`config.mk`:
```
export PLATFORM = sky130hd
export DESIGN_NAME = csc_clock_ctrl
export DESIGN_NICKNAME = d
export VERILOG_FILES = /design/src/hdl/csc_pkg.sv /design/src/hdl/csc_clock_ctrl.sv /design/src/hdl/csc_tick_div.sv
export VERILOG_INCLUDE_DIRS = /design/src /design/src/hdl
export SDC_FILE = /design/constraint.sdc
export NUM_CORES = 1
export LEC_CHECK = 0
export ABC_AREA = 1
export BUFFER_PORTS_ARGS = -buffer_cell sky130_fd_sc_hd__buf_4
export CAP_MARGIN = 0
export CORE_MARGIN = 2
export CORE_UTILIZATION = 35
export DETAILED_ROUTE_END_ITERATION = 10
export PLACE_DENSITY = 0.65
export SETUP_SLACK_MARGIN = 0.2
export SLEW_MARGIN = 20
export SYNTH_ARGS = -nofsm -noshare
export SYNTH_HDL_FRONTEND = slang
export SYNTH_SLANG_ARGS = --single-unit
```
`constraint.sdc`:
```
create_clock -name clk_in -period 2.61 [get_ports clk_in]
set_clock_uncertainty 0.15 [all_clocks]
set_input_delay 0.522 -clock clk_in [delete_from_list [all_inputs] [get_ports clk_in]]
set_output_delay 0.522 -clock clk_in [all_outputs]
set_load 0.02 [all_outputs]
```
`src/hdl/csc_cfg.svh`:
```
// Bit positions, reset values and timing counts of the clock source control
`ifndef CSC_CFG_SVH
`define CSC_CFG_SVH

// Main oscillator control image
`define CSC_MOC_HS_STOP_BIT 7
// Internal oscillator mode image
`define CSC_RCM_STABLE_BIT 7
`define CSC_RCM_LS_STOP_BIT 1
`define CSC_RCM_HS_STOP_BIT 0
// Main clock mode image
`define CSC_MCM_SRC_SEL_BIT 2
`define CSC_MCM_STATUS_BIT 1
`define CSC_MCM_MP_SEL_BIT 0
// Oscillator mode select image
`define CSC_OSC_EXT_SEL_BIT 7
// Processor clock control image
`define CSC_PCC_DIV_MSB 2
`define CSC_PCC_DIV_LSB 0

// Divider codes
`define CSC_DIV_RESET 3'h1
`define CSC_DIV_MAX 3'h4

// Internal oscillator accuracy settle time
`define CSC_CLK_MHZ 200
`define CSC_HS_SETTLE_NS 10000
`define CSC_HS_SETTLE_CYC ((`CSC_HS_SETTLE_NS * `CSC_CLK_MHZ + 999) / 1000)

`endif

```
`src/hdl/csc_pkg.sv`:
```
// Types shared by the clock source control block
package csc_pkg;

  typedef enum logic {
    CSC_RUN,
    CSC_STOP
  } csc_mode_t;

  // Oscillator run controls
  typedef struct packed {
    logic xtal;
    logic ext_in;
    logic int_hs;
    logic low_speed;
    logic wdt;
  } csc_osc_en_t;

  // Applied clock selection
  typedef struct packed {
    logic main_hs;
    logic periph_hs;
    logic [2:0] div;
  } csc_sel_t;

endpackage

```
`src/hdl/csc_clock_ctrl.sv`:
```
// Clock source control: oscillator start/stop, clock select, CPU divider
// Functional notes
// - STOP instruction enters stop mode and halts crystal or external input
// - STOP instruction also halts the internal high-speed oscillator
// - Status flag reads 0 on internal high-speed, 1 on high-speed system
// - Writing 1 to high-speed stop halts crystal or external input unless the CPU runs on it
// - Clearing internal high-speed stop bit starts that oscillator
// - Stable flag rises once accuracy settles; software waits on it
// - After reset internal high-speed runs and feeds the CPU
// - Two select bits pick main and peripheral clock sources
// - External select picks crystal or external input for high-speed
// - Three-bit code divides CPU clock by 1..16; default 2, rest ignored
// - Writing 1 to internal high-speed stop halts that oscillator only while the CPU runs on high-speed
// - Low-speed oscillator never feeds CPU; only watchdog and one timer
// - Low-speed starts at reset and drives watchdog when enabled
// - Low-speed stop bit 1 stops it, 0 restarts it
// - Non-stoppable option ignores low-speed stop bit
// - High-speed stop bit is bit 7 of main oscillator control
// - Stable flag bit 7, internal high-speed stop bit 0
// - Main selector bit 2, second select bit 0 of main clock mode
`timescale 1ns/1ps
`include "csc_cfg.svh"
module csc_clock_ctrl #(
  parameter int SETTLE_CYC = `CSC_HS_SETTLE_CYC,
  parameter int CNT_W = 16
) (
  input wire logic clk_in,                             // 200 MHz clock
  input wire logic rst_n_in,                           // Async reset, low
  input wire logic [7:0] main_osc_control_reg_in,      // Oscillator control
  input wire logic [7:0] internal_osc_mode_reg_in,     // Internal osc mode
  input wire logic [7:0] main_clock_mode_reg_in,       // Main clock mode
  input wire logic [7:0] osc_mode_select_reg_in,       // Osc pin mode
  input wire logic [7:0] processor_clock_control_reg_in, // CPU divider
  input wire logic stop_insn_in,                       // STOP executed pulse
  input wire logic wake_in,                            // Stop release pulse
  input wire logic ls_nonstoppable_in,                 // Option: no LS stop
  input wire logic wdt_enable_in,                      // Option: watchdog on
  input wire logic xtal_clk_in,                        // Crystal osc level
  input wire logic ext_clk_in,                         // External clock pin
  input wire logic int_hs_clk_in,                      // Internal HS osc level
  output csc_pkg::csc_osc_en_t osc_en_out,             // Oscillator enables
  output logic [7:0] internal_osc_mode_rd_out,         // Internal osc readback
  output logic [7:0] main_clock_mode_rd_out,           // Main mode readback
  output logic cpu_clock_status_flag_out,              // 1: CPU on HS system
  output logic int_hs_osc_stable_out,                  // HS accuracy settled
  output logic stop_mode_out,                          // In stop mode
  output logic cpu_tick_out,                           // CPU clock tick
  output logic periph_tick_out                         // Peripheral tick
);
  import csc_pkg::*;

  // Field extraction
  wire hs_system_clock_stop =
    main_osc_control_reg_in[`CSC_MOC_HS_STOP_BIT];
  wire int_hs_osc_stop = internal_osc_mode_reg_in[`CSC_RCM_HS_STOP_BIT];
  wire low_speed_osc_stop = internal_osc_mode_reg_in[`CSC_RCM_LS_STOP_BIT];
  wire main_source_select =
    main_clock_mode_reg_in[`CSC_MCM_SRC_SEL_BIT];
  wire main_periph_clock_select =
    main_clock_mode_reg_in[`CSC_MCM_MP_SEL_BIT];
  wire external_clock_select = osc_mode_select_reg_in[`CSC_OSC_EXT_SEL_BIT];
  wire [2:0] cpu_divider =
    processor_clock_control_reg_in[`CSC_PCC_DIV_MSB:`CSC_PCC_DIV_LSB];

  // Pin synchronisers, one private chain per pin
  wire [2:0] pins_w = {int_hs_clk_in, ext_clk_in, xtal_clk_in};
  wire [2:0] rise_w;

  genvar g;
  generate
    for (g = 0; g < 3; g++) begin : g_sync
      logic sync1_q;
      logic sync2_q;
      logic prev_q;
      always_ff @(posedge clk_in or negedge rst_n_in) begin
        if (!rst_n_in) begin
          sync1_q <= 1'b0;
          sync2_q <= 1'b0;
          prev_q <= 1'b0;
        end else begin
          sync1_q <= pins_w[g];
          sync2_q <= sync1_q;
          prev_q <= sync2_q;
        end
      end
      assign rise_w[g] = sync2_q && !prev_q;
    end
  endgenerate

  // State
  csc_mode_t mode_q;
  csc_mode_t mode_d;
  csc_sel_t sel_q;
  csc_sel_t sel_d;
  logic [2:0] div_req_q;
  logic [2:0] div_req_d;
  logic [CNT_W-1:0] settle_q;
  logic [CNT_W-1:0] settle_d;
  logic stable_q;

  wire in_stop_w = (mode_q == CSC_STOP);
  wire cpu_on_hs_w = sel_q.main_hs;

  // Run controls; the source feeding the CPU ignores its stop bit, but STOP mode halts both
  wire hs_stop_eff_w = hs_system_clock_stop && !cpu_on_hs_w;
  wire int_stop_eff_w = int_hs_osc_stop && cpu_on_hs_w;
  wire hs_run_w = !hs_stop_eff_w && !in_stop_w;
  wire int_run_w = !int_stop_eff_w && !in_stop_w;
  wire ls_run_w = ls_nonstoppable_in || !low_speed_osc_stop;

  // Source ticks; external select picks ext_clk_in or xtal_clk_in for the HS tick and for the oscillator enables
  wire hs_tick_w = hs_run_w &&
    (external_clock_select ? rise_w[1] : rise_w[0]);
  wire int_tick_w = int_run_w && rise_w[2];

  // Requested selection; low-speed clock is never a candidate
  wire req_main_hs_w = main_source_select && main_periph_clock_select;
  wire req_periph_hs_w = main_source_select;
  wire req_src_ok_w = req_main_hs_w ? hs_run_w : int_run_w;
  wire div_legal_w = (cpu_divider <= `CSC_DIV_MAX);

  wire main_tick_w = sel_q.main_hs ? hs_tick_w : int_tick_w;
  wire periph_tick_w = sel_q.periph_hs ? hs_tick_w : int_tick_w;

  logic cpu_div_tick;
  logic cpu_boundary;
  logic periph_div_tick;

  csc_tick_div #(.CODE_W(3), .CNT_W(CNT_W)) u_cpu_div (
    .clk_in(clk_in),
    .rst_n_in(rst_n_in),
    .src_tick_in(main_tick_w),
    .code_in(sel_q.div),
    .tick_out(cpu_div_tick),
    .boundary_out(cpu_boundary)
  );

  csc_tick_div #(.CODE_W(3), .CNT_W(CNT_W)) u_periph_div (
    .clk_in(clk_in),
    .rst_n_in(rst_n_in),
    .src_tick_in(periph_tick_w),
    .code_in(3'h0),
    .tick_out(periph_div_tick),
    .boundary_out()
  );

  // Switch only at a CPU period boundary, when the requested CPU source is running
  wire switch_w = cpu_boundary && req_src_ok_w && !in_stop_w;
  assign div_req_d = div_legal_w ? cpu_divider : div_req_q;
  assign sel_d = switch_w ?
    csc_sel_t'{main_hs: req_main_hs_w, periph_hs: req_periph_hs_w,
      div: div_req_q} :
    sel_q;

  // Stop mode: a fresh STOP wins over wake in the same cycle
  always_comb begin
    mode_d = mode_q;
    unique case (mode_q)
      CSC_RUN: if (stop_insn_in) begin
        mode_d = CSC_STOP;
      end
      CSC_STOP: if (wake_in) begin
        mode_d = CSC_RUN;
      end
    endcase
  end

  // Accuracy settle timer on the internal oscillator
  wire settle_done_w = (settle_q >= CNT_W'(SETTLE_CYC));
  assign settle_d = !int_run_w ? '0 :
    (settle_done_w ? settle_q : settle_q + 1'b1);

  always_ff @(posedge clk_in or negedge rst_n_in) begin
    if (!rst_n_in) begin
      mode_q <= CSC_RUN;
      sel_q <= '{main_hs: 1'b0, periph_hs: 1'b0, div: `CSC_DIV_RESET};
      div_req_q <= `CSC_DIV_RESET;
      settle_q <= '0;
      stable_q <= 1'b0;
    end else begin
      mode_q <= mode_d;
      sel_q <= sel_d;
      div_req_q <= div_req_d;
      settle_q <= settle_d;
      stable_q <= int_run_w && settle_done_w;
    end
  end

  // Registered outputs
  always_ff @(posedge clk_in or negedge rst_n_in) begin
    if (!rst_n_in) begin
      osc_en_out <= '{xtal: 1'b0, ext_in: 1'b0, int_hs: 1'b1,
        low_speed: 1'b1, wdt: 1'b0};
      internal_osc_mode_rd_out <= 8'h00;
      main_clock_mode_rd_out <= 8'h00;
      cpu_clock_status_flag_out <= 1'b0;
      int_hs_osc_stable_out <= 1'b0;
      stop_mode_out <= 1'b0;
      cpu_tick_out <= 1'b0;
      periph_tick_out <= 1'b0;
    end else begin
      osc_en_out <= '{xtal: hs_run_w && !external_clock_select,
        ext_in: hs_run_w && external_clock_select,
        int_hs: int_run_w,
        low_speed: ls_run_w,
        wdt: ls_run_w && wdt_enable_in};
      internal_osc_mode_rd_out <= {stable_q, 5'h00,
        low_speed_osc_stop, int_hs_osc_stop};
      main_clock_mode_rd_out <= {5'h00, main_source_select,
        sel_q.main_hs, main_periph_clock_select};
      cpu_clock_status_flag_out <= sel_q.main_hs;
      int_hs_osc_stable_out <= stable_q;
      stop_mode_out <= in_stop_w;
      cpu_tick_out <= cpu_div_tick && !in_stop_w;
      periph_tick_out <= periph_div_tick && !in_stop_w;
    end
  end

endmodule

```
`src/hdl/csc_tick_div.sv`:
```
// Tick divider producing one output tick per 2^code source ticks
`timescale 1ns/1ps
module csc_tick_div #(
  parameter int CODE_W = 3,
  parameter int CNT_W = 16
) (
  input wire logic clk_in,               // System clock
  input wire logic rst_n_in,             // Async reset, active low
  input wire logic src_tick_in,          // Source clock tick
  input wire logic [CODE_W-1:0] code_in, // Divide by 2^code
  output logic tick_out,                 // Divided tick
  output logic boundary_out              // Period complete, safe to switch
);

  logic [CNT_W-1:0] cnt_q;
  logic [CNT_W-1:0] cnt_d;
  wire [CNT_W-1:0] last_w = CNT_W'((1 << code_in) - 1);
  wire wrap_w = src_tick_in && (cnt_q == last_w);

  assign cnt_d = wrap_w ? '0 : (src_tick_in ? cnt_q + 1'b1 : cnt_q);
  assign boundary_out = (cnt_q == '0) && !tick_out;

  always_ff @(posedge clk_in or negedge rst_n_in) begin
    if (!rst_n_in) begin
      cnt_q <= '0;
      tick_out <= 1'b0;
    end else begin
      cnt_q <= cnt_d;
      tick_out <= wrap_w;
    end
  end

endmodule

```
==> impl_metrics.py <==
metrics = {
    "route": {
        "dr_wl_met2_mm": 3.65,
        "first_iter_violations": 170,
        "drc": 0,
        "route.top_layer_used": "met4",
        "wl_met3_um": 278,
        "routed_wl_mm": 7.92,
        "met1_length_mm": 3.84,
        "vias_per_cell": 4.70,
        "dr.pass1.iters": 4,
        "avgRoutedWirePerCell_um": 11.5,
        "ant_nets": 0,
        "vias": 3236,
    },
    "grt": {
        "overflow": 0,
        "antenna_found_initial": 0,
        "grt_usage_pct": 13.5,
        "grt_pass1_wl_mm": 13.9,
        "grt_max_degree": 53,
        "grt_pass1_vias": 3075,
    },
    "setup_path": {
        "cpMostUsedCell": "nand2_1",
        "slowest_stage": "dfrtp_2",
        "critPathLaunchType": "register",
        "end_kind": "register",
        "cpPeakStageDelay_ns": 0.48,
        "crit_family": "simple AND/OR/NAND/NOR gates",
        "setup.worst_path.class": "reg -> reg",
        "path_cells": "nor2_4 > nand2_1 > ha_1 > inv_1 > nand3_1 > nand2_1 > nand2_1 > nand2_1 > nand2_1 > nor2_1 > nand3_1 > inv_2 > nor2_1",
        "critPathBufInv": 2,
        "worstPathMaxFanout": 10,
        "cp.arrival_ns": 2.27,
        "critPathRequiredTime_ns": 2.69,
    },
    "synthesis": {
        "synth_warnings": 0,
        "synth_compound_area_share_pct": 5.19,
        "synth_fa_ha_area_share_pct": 2.09,
        "synthMuxAreaShare_pct": 0,
        "synth_top_family_by_area": "simple AND/OR/NAND/NOR gates",
        "synth-simple-area-share_pct": 28.9,
        "synthTopCellsByArea": "dfrtp_1 (47%), nand2_1 (11%), inv_1 (5.8%)",
        "synth-main-ff-cell": "dfrtp_1",
        "synthXorXnorAreaFrac_pct": 4.53,
        "syn_avg_cell_area_um2": 8.35,
        "syn_inst": 503,
        "ys_async_sr_fraction_pct": 100,
        "yosysTopAreaCellShare_pct": 47.1,
        "synth_commonest_cells": "nand2_1 (118), dfrtp_1 (79), inv_1 (65)",
        "ys_seq_elements": 83,
        "yosys.area.top_type": "dfrtp_1",
        "seq_area_frac_synth_pct": 49.6,
        "synth_edf_count": 0,
        "ys_types": 36,
        "syn_area_um2": 4200,
        "yosysMostFrequentCell": "nand2_1",
    },
    "pwr": {
        "leakagePower_nw": 2.37,
        "p_sw_share_pct": 29.0,
        "ir_drop_mv": 0.372,
        "power.density_nw_per_um2": 718,
        "combPwrFrac_pct": 17.3,
        "p_sw_mw": 1.01,
        "seqPwrFrac_pct": 45.1,
        "clockPowerShare_pct": 37.6,
        "internal_power_mw": 2.48,
    },
    "die": {
        "io_pins": 75,
        "core_region_area_um2": 11600,
        "die-area_um2": 12900,
        "start_util_pct": 36.3,
        "die_y_um": 114,
        "row_count": 39,
        "die_x_um": 114,
    },
    "run_status": {
        "status": "complete, no violations",
    },
    "layout": {
        "instances_no_fill": 689,
        "area_growth_pct": 16.0,
        "fillCellCount": 1125,
        "final_nets": 597,
        "drive_above_1_share_pct": 14.8,
        "antenna_cells": 0,
        "multi_input_area_um2": 1750,
        "ff_latch_area_um2": 2080,
    },
    "place": {
        "portBuffers": 33,
        "hpwl_mm": 5.88,
        "dp_cells": 672,
        "place_congestion": 0.834,
    },
    "sta": {
        "fmax_mhz": 457,
        "layout_min_cycle_time_ns": 2.19,
        "rsz0062_at_grt": "false",
        "setup_tns_ns": 0,
        "fin_crit_sh_pct": 83.9,
        "final-setup-viol-count": 0,
        "drv_slew": 0,
        "finalHoldViolCount": 0,
    },
    "run": {
        "drv_cap": 0,
    },
    "clock_network": {
        "max-clock-path-buffers": 2,
        "cts.clk_slew.worst_paths_ns": 0.06,
        "cts_tree": "built",
        "clock_sinks": 83,
        "root_buffer": "clkbuf_16",
        "cts_buffers": 9,
        "post_cts_buffers": 0,
        "clock_latency_ns": 0.33,
        "cts_max_level": 3,
    },
    "worst_hold_path": {
        "hp-class": "in -> reg",
    },
}
## flip-flops by register name (all words and copies together), names as in the netlist
register,count
cpu_on_hs_w,1
cpu_tick_out,1
div_req_q,3
g_sync.prev_q,3
g_sync.sync1_q,3
g_sync.sync2_q,3
in_stop_w,1
internal_osc_mode_rd_out,3
main_clock_mode_rd_out,3
osc_en_out,5
periph_tick_out,1
sel_q,4
settle_q,16
stable_q,1
stop_mode_out,1
u_cpu_div.cnt_q,16
u_cpu_div.tick_out,1
u_periph_div.cnt_q,16
u_periph_div.tick_out,1
## area by class of cell
type                            count  area share (%)
Clock inverter                      5            1.59
Clock buffer                       11            4.78
Multi-Input combinational cell    341            35.9
Sequential cell                    83            42.8
Tap cell                          143            3.67
Inverter                           70            5.45
Timing Repair Buffer               36            5.86
## stage by stage
stage | power (mW) | util, % | hold slack (ns) | area [um^2] | setup WS [ns]
final | 3.50 | 42.1 | 0.143 | 4870 | 0.420
after global routing | 3.72 | 42.1 | 0.126 | 4870 | 0.228
after CTS | 3.54 | 42.1 | 0.128 | 4870 | 0.366
after detailed placement | 2.21 | 39.3 | 0.185 | 4550 | 0.381
after global placement | 2.17 | 39.3 | 0.183 | 4550 | 0.437
after floorplan | 2.02 | - | 0.0764 | 4230 | 0.693
## worst paths after layout
check / start / end / slack (ns) / cells after the start
max: sel_q[2] / u_cpu_div.cnt_q[5] / 0.42 / 13
min: int_hs_clk_in / g_sync[2].sync1_q / 0.14 / 1
max reg2reg: sel_q[2] / u_cpu_div.cnt_q[5] / 0.42 / 13
min reg2reg: g_sync[0].sync1_q / g_sync[0].sync2_q / 0.20 / 0
max in group asynchronous: rst_n_in / osc_en_out[1] / 1.13 / 3
min in group asynchronous: rst_n_in / u_cpu_div.cnt_q[8] / 0.51 / 2
## cells by family (layout without fill, tap and decap cells)
kind of cell,Yosys count,count (layout)
simple gates,265,265
buf+inv,88,122
flops,83,83
compound gates,39,39
xor+xnor,20,20
fa+ha+maj,7,7
other cells,1,10
## layer usage
| metal | global-route usage, % | up-vias |
|---|---|---|
| li1 | - | 1644 |
| met2 | 21.0 | 57 |
| met1 | 18.2 | 1526 |
| met5 | 0 | - |
| met3 | 3.29 | 9 |
| met4 | 5.37 | 0 |
## power by group through the flow
| stage | Combinational [mW] | Sequential [mW] | Clock, mW |
|---|---|---|---|
| 3_3_place_gp | 0.581 | 1.59 | 0 |
| 3_5_place_dp | 0.610 | 1.60 | 0 |
| 5_1_grt | 0.706 | 1.60 | 1.41 |
| 6_report | 0.605 | 1.58 | 1.32 |
| 2_1_floorplan | 0.447 | 1.57 | 0 |
| 4_1_cts | 0.612 | 1.58 | 1.35 |
## cell usage in the layout, fill, tap and decap left out, types with 2 or more instances in the layout
cell | Yosys | routed
nand2_1 | 118 | 118
dfrtp_1 | 79 | 77
inv_1 | 65 | 65
nor2_1 | 54 | 54
nand3_1 | 41 | 41
buf_4 | 12 | 34
o21ai_0 | 16 | 16
nor3_1 | 16 | 16
xor2_1 | 15 | 15
nand4_1 | 11 | 11
o21ai_1 | 11 | 11
conb_1 | 1 | 10
clkbuf_16 | 0 | 9
a21oi_1 | 7 | 7
ha_1 | 7 | 7
nand3_2 | 5 | 5
inv_2 | 4 | 4
dfstp_2 | 4 | 4
nor2_4 | 3 | 3
nand2_2 | 3 | 3
nor4_1 | 3 | 3
xnor2_1 | 3 | 3
nor3_2 | 3 | 3
nand2_4 | 2 | 2
nand3b_1 | 2 | 2
a21boi_0 | 2 | 2
and2_1 | 2 | 2
xnor2_2 | 2 | 2
clkinv_2 | 0 | 2
bufinv_16 | 0 | 2
clkbuf_1 | 1 | 2
dfrtp_2 | 0 | 2
## repair_timing
action / in CTS / in global routing
endpoints found under the setup margin: 0 / 4
hold endpoints to repair: 29 / 0
gates resized for setup: 0 / 2
hold buffers: 1 / 0
Power figures use the tool's default switching activity.
